**config.mk**
```make
export PLATFORM = sky130hd
export DESIGN_NAME = trs_timing_flag_insertion
export DESIGN_NICKNAME = d
export VERILOG_FILES = /design/src/hdl/trs_flag_pkg.sv /design/src/hdl/trs_timing_flag_insertion.sv /design/src/hdl/trs_word_tracker.sv
export SDC_FILE = /design/constraint.sdc
export NUM_CORES = 1
export LEC_CHECK = 0
export BUFFER_PORTS_ARGS = -buffer_cell sky130_fd_sc_hd__buf_2
export CORE_UTILIZATION = 38
export CTS_BUF_LIST = sky130_fd_sc_hd__clkbuf_8
export CTS_CLUSTER_DIAMETER = 30
export DETAILED_ROUTE_END_ITERATION = 6
export PLACE_DENSITY_LB_ADDON = 0.25
export SLEW_MARGIN = 20
export SYNTH_ARGS = -nofsm -noshare
export SYNTH_HDL_FRONTEND = slang
export SYNTH_SLANG_ARGS = --single-unit
```
**constraint.sdc**
```tcl
create_clock -name ref_clk -period 2.44 [get_ports ref_clk]
set_input_delay 0.732 -clock ref_clk [delete_from_list [all_inputs] [get_ports ref_clk]]
set_output_delay 0.732 -clock ref_clk [all_outputs]
set_load 0.05 [all_outputs]
```
**src/hdl/trs_flag_pkg.sv**
```systemverilog
// package: constants and carriers for the trs timing flag insertion block
package trs_flag_pkg;

    // ****************************************
    // video word constants
    // ****************************************
    localparam int          WORD_W       = 10;
    localparam logic [9:0]  TRS_PREAMBLE_ONE  = 10'h3ff;
    localparam logic [9:0]  TRS_PREAMBLE_ZERO = 10'h000;
    localparam int          XYZ_ONE_BIT  = 9;
    localparam int          XYZ_F_BIT    = 8;
    localparam int          XYZ_V_BIT    = 7;
    localparam int          XYZ_H_BIT    = 6;
    localparam int          XYZ_P3_BIT   = 5;
    localparam int          XYZ_P2_BIT   = 4;
    localparam int          XYZ_P1_BIT   = 3;
    localparam int          XYZ_P0_BIT   = 2;

    // ****************************************
    // register map (word index on the plain register port)
    // ****************************************
    localparam int          REG_ADDR_W   = 4;
    localparam int          REG_DATA_W   = 16;
    localparam logic [3:0]  REG_CTRL     = 4'h0;
    localparam logic [3:0]  REG_STATUS   = 4'h1;
    localparam logic [3:0]  REG_EVENTS   = 4'h2;
    localparam logic [3:0]  REG_TRS_CNT  = 4'h3;

    // control register fields
    localparam int          CTRL_H_CONFIG_BIT = 0;
    localparam int          CTRL_TRS_MASK_BIT = 1;
    localparam logic [15:0] CTRL_RESET        = 16'h0000;
    localparam logic [15:0] CTRL_WRITE_MASK   = 16'h0003;

    // status register fields
    localparam int          STAT_SENSE_BIT    = 0;
    localparam int          STAT_ALLOW_BIT    = 1;
    localparam int          STAT_INSERT_BIT   = 2;
    localparam int          STAT_F_BIT        = 3;
    localparam int          STAT_V_BIT        = 4;
    localparam int          STAT_H_BIT        = 5;

    // event register fields (write one to clear)
    localparam int          EVT_H_MISMATCH_BIT = 0;
    localparam int          EVT_V_MISMATCH_BIT = 1;
    localparam int          EVT_F_MISMATCH_BIT = 2;

    localparam logic [15:0] REG_ZERO     = 16'h0000;

    // ****************************************
    // pin filter depth
    // ****************************************
    localparam int          PIN_SYNC_STAGES = 3;

    // ****************************************
    // carriers
    // ****************************************
    typedef struct packed {
        logic       valid;
        logic [9:0] data;
    } video_word_s;

    typedef struct packed {
        logic f;
        logic v;
        logic h;
    } timing_flags_s;

    typedef struct packed {
        logic [3:0]  addr;
        logic [15:0] wdata;
        logic        wr;
        logic        rd;
    } reg_req_s;

endpackage : trs_flag_pkg

```
**src/hdl/trs_timing_flag_insertion.sv**
```systemverilog
// trs timing flag insertion: sets f, v and h of outgoing timing reference words
//
// Operation
// - with auto_timing_sense low, processing allowed and the trs mask control bit clear, a high h input sets the h bit of every outgoing trs word.
// - horizontal timing comes from the h input only while auto_timing_sense is low.
// - one control bit reachable from the host port picks the convention applied to the h input.
// - with auto_timing_sense low, processing allowed and the trs mask control bit clear, a high v input sets the v bit of every outgoing trs word.
// - the v input is ignored while auto_timing_sense is high.
// - with auto_timing_sense low, processing allowed and the trs mask control bit clear, a high f input sets the f bit of every outgoing trs word.
// - the f input is ignored while auto_timing_sense is high.
`timescale 1ns/1ps
`default_nettype none
module trs_timing_flag_insertion (
    input  wire logic                        ref_clk,
    input  wire logic                        rst_n,
    input  wire logic                        ce,
    input  wire trs_flag_pkg::video_word_s   vid_in,
    input  wire trs_flag_pkg::timing_flags_s timing_in,
    input  wire logic                        auto_timing_sense,
    input  wire logic                        processing_allow_pin,
    input  wire trs_flag_pkg::reg_req_s      reg_req,
    output logic [15:0]                      reg_rdata,
    output trs_flag_pkg::video_word_s        vid_out
);
    import trs_flag_pkg::*;

    // ****************************************
    // helpers
    // ****************************************
    function automatic logic [9:0] build_flag_word(input timing_flags_s fl);
        logic [9:0] w;
        w                = 10'h000;
        w[XYZ_ONE_BIT]   = 1'b1;
        w[XYZ_F_BIT]     = fl.f;
        w[XYZ_V_BIT]     = fl.v;
        w[XYZ_H_BIT]     = fl.h;
        w[XYZ_P3_BIT]    = fl.v ^ fl.h;
        w[XYZ_P2_BIT]    = fl.f ^ fl.h;
        w[XYZ_P1_BIT]    = fl.f ^ fl.v;
        w[XYZ_P0_BIT]    = fl.f ^ fl.v ^ fl.h;
        return w;
    endfunction : build_flag_word

    function automatic timing_flags_s flags_of(input logic [9:0] w);
        timing_flags_s fl;
        fl.f = w[XYZ_F_BIT];
        fl.v = w[XYZ_V_BIT];
        fl.h = w[XYZ_H_BIT];
        return fl;
    endfunction : flags_of

    // one decode for every write strobe, so a map change touches a single place
    function automatic logic write_hit(input reg_req_s rq, input logic [3:0] target);
        return rq.wr && (rq.addr == target);
    endfunction : write_hit

    // ****************************************
    // pin filters
    // ****************************************
    // both control pins are asynchronous; a level counts once stages two and three agree
    logic [1:0] pin_s1;
    logic [1:0] pin_s2;
    logic [1:0] pin_s3;
    logic [1:0] pin_level;

    wire  [1:0] next_pin_level = (pin_s2 == pin_s3) ? pin_s3 : pin_level;

    always_ff @(posedge ref_clk) begin
        if (!rst_n) begin
            pin_s1    <= 2'h0;
            pin_s2    <= 2'h0;
            pin_s3    <= 2'h0;
            pin_level <= 2'h0;
        end else if (ce) begin
            pin_s1    <= {processing_allow_pin, auto_timing_sense};
            pin_s2    <= pin_s1;
            pin_s3    <= pin_s2;
            pin_level <= next_pin_level;
        end
    end

    wire sense_on  = pin_level[0];
    wire allow_on  = pin_level[1];

    // ****************************************
    // registers
    // ****************************************
    logic [15:0] ctrl;
    logic [15:0] events;
    logic [15:0] trs_count;
    logic [15:0] rdata_q;
    timing_flags_s last_flags;

    wire wr_ctrl   = write_hit(reg_req, REG_CTRL);
    wire wr_events = write_hit(reg_req, REG_EVENTS);
    wire wr_count  = write_hit(reg_req, REG_TRS_CNT);

    wire [15:0] next_ctrl = reg_req.wdata & CTRL_WRITE_MASK;

    wire h_config  = ctrl[CTRL_H_CONFIG_BIT];
    wire trs_mask  = ctrl[CTRL_TRS_MASK_BIT];
    wire insert_on = !sense_on && allow_on && !trs_mask;

    // ****************************************
    // trs tracking
    // ****************************************
    logic preamble_start;
    logic flag_word;

    trs_word_tracker u_tracker (
        .ref_clk        (ref_clk),
        .rst_n          (rst_n),
        .ce             (ce),
        .vid_in         (vid_in),
        .preamble_start (preamble_start),
        .flag_word      (flag_word)
    );

    // under the trs based convention h may move on the preamble, so it is taken at the first word
    logic h_at_preamble;

    always_ff @(posedge ref_clk) begin
        if (!rst_n) begin
            h_at_preamble <= 1'b0;
        end else if (ce && preamble_start) begin
            h_at_preamble <= timing_in.h;
        end
    end

    // ****************************************
    // flag selection
    // ****************************************
    timing_flags_s rx_flags;
    timing_flags_s pin_flags;
    timing_flags_s out_flags;

    assign rx_flags    = flags_of(vid_in.data);
    assign pin_flags.f = timing_in.f;
    assign pin_flags.v = timing_in.v;
    assign pin_flags.h = h_config ? h_at_preamble : timing_in.h;
    // received flags win whenever sensing is on, so the pins are never looked at then
    assign out_flags   = insert_on ? pin_flags : rx_flags;

    wire [9:0] new_flag_word = build_flag_word(out_flags);
    wire       replace_word  = flag_word && insert_on;
    wire [9:0] next_data     = replace_word ? new_flag_word : vid_in.data;

    // ****************************************
    // video path
    // ****************************************
    always_ff @(posedge ref_clk) begin
        if (!rst_n) begin
            vid_out <= '0;
        end else if (ce) begin
            vid_out.valid <= vid_in.valid;
            vid_out.data  <= next_data;
        end
    end

    // ****************************************
    // mismatch events
    // ****************************************
    // a flag the source drives that disagrees with the received word hints at a timing slip
    wire [15:0] evt_set = {13'h0000,
                           flag_word && insert_on && (pin_flags.f != rx_flags.f),
                           flag_word && insert_on && (pin_flags.v != rx_flags.v),
                           flag_word && insert_on && (pin_flags.h != rx_flags.h)};
    wire [15:0] evt_clr = wr_events ? reg_req.wdata : REG_ZERO;
    // set wins over a clear in the same cycle
    wire [15:0] next_events = (events & ~evt_clr) | evt_set;

    wire [15:0] next_count = wr_count ? REG_ZERO :
                             (flag_word ? trs_count + 16'h0001 : trs_count);

    always_ff @(posedge ref_clk) begin
        if (!rst_n) begin
            ctrl <= CTRL_RESET;
        end else if (ce && wr_ctrl) begin
            ctrl <= next_ctrl;
        end
    end

    always_ff @(posedge ref_clk) begin
        if (!rst_n) begin
            events <= REG_ZERO;
        end else if (ce) begin
            events <= next_events;
        end
    end

    always_ff @(posedge ref_clk) begin
        if (!rst_n) begin
            trs_count <= REG_ZERO;
        end else if (ce) begin
            trs_count <= next_count;
        end
    end

    // last flags follow the word actually sent, whichever source won
    always_ff @(posedge ref_clk) begin
        if (!rst_n) begin
            last_flags <= '0;
        end else if (ce && flag_word) begin
            last_flags <= out_flags;
        end
    end

    // ****************************************
    // read path
    // ****************************************
    logic [15:0] status;

    always_comb begin
        status                  = REG_ZERO;
        status[STAT_SENSE_BIT]  = sense_on;
        status[STAT_ALLOW_BIT]  = allow_on;
        status[STAT_INSERT_BIT] = insert_on;
        status[STAT_F_BIT]      = last_flags.f;
        status[STAT_V_BIT]      = last_flags.v;
        status[STAT_H_BIT]      = last_flags.h;
    end

    logic [15:0] read_mux;

    always_comb begin
        unique case (reg_req.addr)
            REG_CTRL:    read_mux = ctrl;
            REG_STATUS:  read_mux = status;
            REG_EVENTS:  read_mux = events;
            REG_TRS_CNT: read_mux = trs_count;
            default:     read_mux = REG_ZERO;
        endcase
    end

    always_ff @(posedge ref_clk) begin
        if (!rst_n) begin
            rdata_q <= REG_ZERO;
        end else if (ce) begin
            rdata_q <= reg_req.rd ? read_mux : REG_ZERO;
        end
    end

    assign reg_rdata = rdata_q;

endmodule : trs_timing_flag_insertion
`default_nettype wire

```
**src/hdl/trs_word_tracker.sv**
```systemverilog
// trs word tracker: finds the preamble and marks the flag word of each timing reference
`timescale 1ns/1ps
`default_nettype none
module trs_word_tracker (
    input  wire logic                      ref_clk,
    input  wire logic                      rst_n,
    input  wire logic                      ce,
    input  wire trs_flag_pkg::video_word_s vid_in,
    output logic                           preamble_start,
    output logic                           flag_word
);
    import trs_flag_pkg::*;

    // ****************************************
    // word history
    // ****************************************
    typedef enum logic [1:0] {
        SEEK     = 2'b00,
        SAW_ONES = 2'b01,
        SAW_ZERO = 2'b10,
        SAW_BOTH = 2'b11
    } trs_seek_e;

    trs_seek_e state;
    trs_seek_e next_state;

    wire is_ones = vid_in.data == TRS_PREAMBLE_ONE;
    wire is_zero = vid_in.data == TRS_PREAMBLE_ZERO;

    always_comb begin
        next_state = state;
        unique case (state)
            SEEK:     next_state = is_ones ? SAW_ONES : SEEK;
            SAW_ONES: next_state = is_zero ? SAW_ZERO : (is_ones ? SAW_ONES : SEEK);
            SAW_ZERO: next_state = is_zero ? SAW_BOTH : (is_ones ? SAW_ONES : SEEK);
            SAW_BOTH: next_state = is_ones ? SAW_ONES : SEEK;
        endcase
    end

    always_ff @(posedge ref_clk) begin
        if (!rst_n) begin
            state <= SEEK;
        end else if (ce && vid_in.valid) begin
            state <= next_state;
        end
    end

    // the flag word is the one that follows ones, zero, zero; a run of ones restarts the search
    assign preamble_start = vid_in.valid && is_ones && (state != SAW_ONES);
    assign flag_word      = vid_in.valid && (state == SAW_BOTH);

endmodule : trs_word_tracker
`default_nettype wire

```
Word level (Yosys, flattened, before mapping). Cells that the tools add are included.

Register bits after elaboration: 75. Input port bits: 41. Output and inout bits: 27.

Add/subtract/negate cells: 1. Equal/unequal tests: 12. Muxes and demuxes: 12. Bitwise operators: 7. Reductions and logical operators: 25.

Operators by type and width (number): $mux W16 (4); $pmux W16 S4 (1); $add A16 B1 Y16 const B (1); $and A16 B16 Y16 (1); $logic_and A1 B1 Y1 (16); $not A16 Y16 (1); $or A16 B3 Y16 (1); $eq A10 B10 Y1 const B (1); $logic_not A10 Y1 (1); $mux W10 (1); $eq A4 B2 Y1 const B (2); $pmux W2 S3 (1); $eq A2 B2 Y1 const B (2); $eq A4 B1 Y1 const B (1); $logic_not A4 Y1 (1); $mux W2 (2); $reduce_and A2 Y1 (2); $xor A1 B1 Y1 (4); $mux W3 (1); $ne A1 B1 Y1 (3); $eq A2 B1 Y1 const B (1); $eq A2 B2 Y1 (1); $logic_not A1 Y1 (2); $logic_not A2 Y1 (1); other kinds (4) (5).

Depth between registers and ports, before layout.
Word-level depth: 7. Depth in mapped cells: 8.

Cells and area by module. Synthesis repeated with hierarchy kept, for this count alone.

Cells, all modules: 377. Area, all modules: 3362.0 sq um.

By module, submodules not included: trs_timing_flag_insertion (instances 1, cells an instance 350, area an instance 3140.5 sq um); trs_word_tracker (instances 1, cells an instance 27, area an instance 221.5 sq um).

Worst setup path after synthesis. OpenSTA, ideal clock, no wires.

Path kind: input-to-reg. Start point: in reg_req[19] (netlist bit). End point: reg trs_count[12]. Arrival: 1996 ps. Data required time: 2367 ps. Setup slack: 371 ps. Stages on the path: 6. Cells stage by stage: buf_4 > and4bb_4 > a31oi_4 > buf_6 > or4_1 > a21oi_1.

Longest elaborated chain between the ends: 4. Elaborated cells on any way between the ends: 5. Those cells by class: eq/ne (1); mux (1); reduce/logical (3).

RTL lines: from (decl) (RTL line trs_timing_flag_insertion.sv:21) `input wire trs_flag_pkg::reg_req_s reg_req,`; $eq A4 B2 Y1 (*) (RTL line trs_timing_flag_insertion.sv:54) `return rq.wr && (rq.addr == target);`; $logic_and A1 B1 Y1 (*) (RTL line trs_timing_flag_insertion.sv:54); $reduce_bool A2 Y1 (no line); $reduce_and A2 Y1 (no line); to (signal assigned) (RTL line trs_timing_flag_insertion.sv:195) `trs_count <= next_count;`; to (decl) (RTL line trs_timing_flag_insertion.sv:90) `logic [15:0] trs_count;`.

Every way passes the cells marked *; elsewhere a longest branch is shown, timed or not. A chain may end at the register's enable or synchronous reset.

Final worst setup path.
Start point: in reg_req[18] (netlist bit). End point: reg trs_count[7].

The elaborated chain is that of the path after synthesis.

==> summary.md <==
| Metric | Value |
|---|---|
| Ys flop type | dfxtp_1 |
| Vias per cell | roughly 5.5 |
| Post-route ant nets | 0 |
| RSZ-0062 raised after global routing | false |
| Syn_area_per_cell | 8.84 um2 |
| Drt pass-1 iters | 4 |
| Endpoints failing setup | 0 |
| Reg-to-reg slack, setup | 0.61 ns |
| FF+latch count, synth | 75 |
| Share of layout cells above drive strength 1 | approximately 23% |
| Ys async rst share | 0% |
| Max capacitance violation total | 0 |
| Yosys top cell area share | 43.7% |
| Max Clock Skew | around 0.011 ns |
| Slew margin rel. | between 60 and 70% |
| Clock Sinks | 75 |
| Post-Synthesis Net Count | approximately 430 |
| CP Capture Type | register |
| Area Overhead vs Synth | 19.9% |
| P_leak | 1.55 nW |
| Switching power | 0.000627 W |
| Per-cell routed wire length | 15.5 um |
| Initial antenna violation count | 0 |
| Max VDD drop | 0.000346 V |
| Family with the most delay on the worst path | simple AND/OR/NAND/NOR gates |
| Die Height | slightly below 100 um |
| Clk root buf | clkbuf_8 |
| Critical Path, Cell by Cell | buf_2, and4bb_4, a31oi_4, or4_1, a21oi_1 |
| Cell Area, Synth | ~0.0034 mm2 |
| Worst slew pin tran | approximately 0.5 ns |
| Clock-pin slew on the worst setup and hold paths | approximately 0.080 ns |
| Largest stage delay on the critical path | between 0.5 and 0.6 ns |
| Crit path max-delay cell type | or4_1 |
| Vias in the first global route | roughly 2.8k |
| Internal power | 0.00189 W |
| Max Slew Vio Count | 0 |
| Pin count of the biggest net entering global routing | 30 |
| Final hold vios | 0 |
| Chip Width | about 100 um |
| Worst Path Buf+Inv | 1 |
| DR vias | ~3.1k |
| Outcome | complete, no violations |
| Clock share of power | 41.7% |
| Port bufs | 67 |
| Hold Path Depth | 2 |
| Switching Fraction | between 20% and 30% |
| Wire length of the first global-routing pass | 14400 um |
| Register area share after synthesis | 43.7% |
| Post-Syn Instances | approximately 400 |
| Post-DP HPWL | around 6500 um |
| Hold Path End | events[15]$_SDFFE_PN0P_ |
| Most used routing layer | met2 |
| Crit path DAT | 2.17 ns |
| Aggregate global routing overflow | 0 |
| Routing usage on met3 | 4.24% |
| Top post-synthesis cells by area | dfxtp_1 (44%), mux2i_1 (5.8%), a21oi_1 (5.2%) |
| Pwr/cell area | about 610 mW/mm2 |
| Starting Density | between 30 and 40% |
| DR DRC count | 0 |
| Fin nets | a little over 500 |
| Cells on worst reg2reg path | 5 |
| Full die area | about 0.0094 mm2 |
| Post-CTS Resized | 0 |
| Met1 usage | between 20% and 30% |
| Row Count | 34 |
| Crit path launch type | input port |
| CTS buffer count | 9 |
| Post-CTS Setup Bufs | 0 |
| Fmax | 0.531 GHz |
| Final min period | about 1.9 ns |
| RR Endpoint | trs_count[14]$_SDFFE_PN0P_ |
| Initial drt markers | between 100 and 150 |
| Clk_lat worst skew | approximately 0.35 ns |
| I/O Pins | 68 |
| Combinational share of power | under 10% |
| R2r startpoint | trs_count[0]$_SDFFE_PN0P_ |
| Share of power burned in registers | approximately 50% |
| Crit-path max FO | 18 |
| WHS | approximately 0.43 ns |
| # diodes | 0 |
| HP Class | register to register |
| Hold Crit Start | events[15]$_SDFFE_PN0P_ |
| M2 GR Usage | approximately a third |
| Setup TNS Final | 0 ns |
| Tcrit/Tclk final | around 77% |
| Core Footprint | about 0.0087 mm2 |
| Final worst slack | roughly 0.56 ns |
| WP data required | roughly 2.7 ns |
| Design area | about 0.0041 mm2 |
| Synth cell types | 45 |
| CTS tree | yes |
| Yosys Warn Count | 0 |
| RePlAce Congestion | around 0.8 |
| Crit path kind | input port to register |
| Yosys top cell by area | dfxtp_1 |
| GRT Total Usage | about a fifth |
| DP Area | between 0.003 and 0.004 mm2 |
| WL final | about 8900 um |
| Hold buffers post-CTS | 0 |
| Dpl ws | roughly 0.22 ns |
| Clock buffer depth | 2 |
| Post-synth EDFFs | 0 |
| Max H-tree Level | 3 |
[routing by layer]
layer / up-vias / routed length (um) / share of wire (%)
li1: 1562 / - / -
met1: 1468 / 3890 / 44
met2: 101 / 4330 / 49
met3: 11 / 536 / 6.1
met4: 0 / 107 / 1.2
met5: - / 0 / 0
[power groups by stage]
| stage | clock (W) | sequential [W] | combinational, W |
|---|---|---|---|
| after floorplan | 0 | 0.00131 | 0.0000939 |
| after global placement | 0 | 0.00128 | 0.000215 |
| after detailed placement | 0 | 0.00128 | 0.000219 |
| after CTS | 0.00108 | 0.00125 | 0.000219 |
| after global routing | 0.00113 | 0.00125 | 0.000236 |
| final | 0.00105 | 0.00125 | 0.000219 |
[cell families (layout without fill, tap and decap cells)]
logic type	count (synthesis)	after routing	share of synthesized area, %
adder cells (fa/ha/maj)	4	4	1.46
AND/OR/NAND/NOR	137	137	21.2
flip-flops	75	75	43.7
buffers and inverters	33	107	4.33
XOR/XNOR	9	9	2.29
AO/OA/AOI/OAI	105	105	18.6
multiplexers	26	26	8.45
[final cells by class]
cell class | count | area, um2
clock buffer | 9 | 124
clock inverter | 7 | 93.8
fill | 878 | 4600
inverter | 9 | 33.8
multi-input combinational | 281 | 1790
sequential | 75 | 1500
tap | 108 | 135
timing repair buffer | 82 | 448
[tightest hold or removal path: stages, from the launching register on]
cell and delay (ns):
dfxtp_1 0.31, nand2_1 0.05, a21oi_1 0.03
[synth_stat cells, types with 3 or more instances]
master	instances
a21oi_1	36
a22oi_1	14
a31oi_1	6
a32o_1	3
and2_1	7
and3_1	3
buf_1	4
buf_2	5
clkbuf_1	12
dfxtp_1	75
ha_1	4
inv_1	8
mux2_2	4
mux2i_1	20
nand2_1	47
nand2b_1	5
nand3_1	8
nand4_1	13
nor2_1	20
nor2b_1	4
nor4_1	4
o21ai_0	25
o22ai_1	7
o31ai_1	6
or3_1	5
or4_1	10
xnor2_1	5
xor2_1	4
[through the flow]
stage | utilization, % | std cells | total power [W]
final | 47.3 | 571 | 0.00251
after global routing | 47.3 | 571 | 0.00262
after floorplan | - | 389 | 0.00141
after global placement | 44.8 | 555 | 0.00149
after CTS | 47.3 | 571 | 0.00255
after detailed placement | 44.8 | 555 | 0.00149
[worst max-delay path by stage]
stage / slack [ns] / cells after the start / to / start
after floorplan: 0.37 / 6 / trs_count[12]$_SDFFE_PN0P_ / reg_req[19]
after global placement: 0.26 / 5 / trs_count[12]$_SDFFE_PN0P_ / reg_req[18]
after detailed placement: 0.22 / 5 / trs_count[12]$_SDFFE_PN0P_ / reg_req[18]
after CTS: 0.59 / 5 / trs_count[7]$_SDFFE_PN0P_ / reg_req[18]
after global routing: 0.48 / 5 / trs_count[12]$_SDFFE_PN0P_ / reg_req[18]
final: 0.56 / 5 / trs_count[7]$_SDFFE_PN0P_ / reg_req[18]
[sequential cells by signal, indices dropped and copies added (netlist names)]
signal and cells:
events 16, reg_rdata 16, trs_count 16, vid_out 11
last_flags 3, ctrl 2, pin_level 2, pin_s1 2
pin_s2 2, pin_s3 2, u_tracker.state 2, h_at_preamble 1
[placed cells by master, fill, tap and decap left out, drive strengths merged, types with 5 or more instances in the layout]
master / netlist / final
a21oi: 36 / 36
a22oi: 14 / 14
a31oi: 7 / 7
and2: 7 / 7
buf: 12 / 82
clkbuf: 12 / 9
dfxtp: 75 / 75
inv: 8 / 9
mux2i: 20 / 20
nand2: 47 / 47
nand2b: 5 / 5
nand3: 8 / 8
nand4: 13 / 13
nor2: 20 / 20
o21ai: 26 / 26
o22ai: 7 / 7
o31ai: 6 / 6
or3: 5 / 5
or4: 10 / 10
xnor2: 5 / 5
Power figures use the tool's default switching activity.
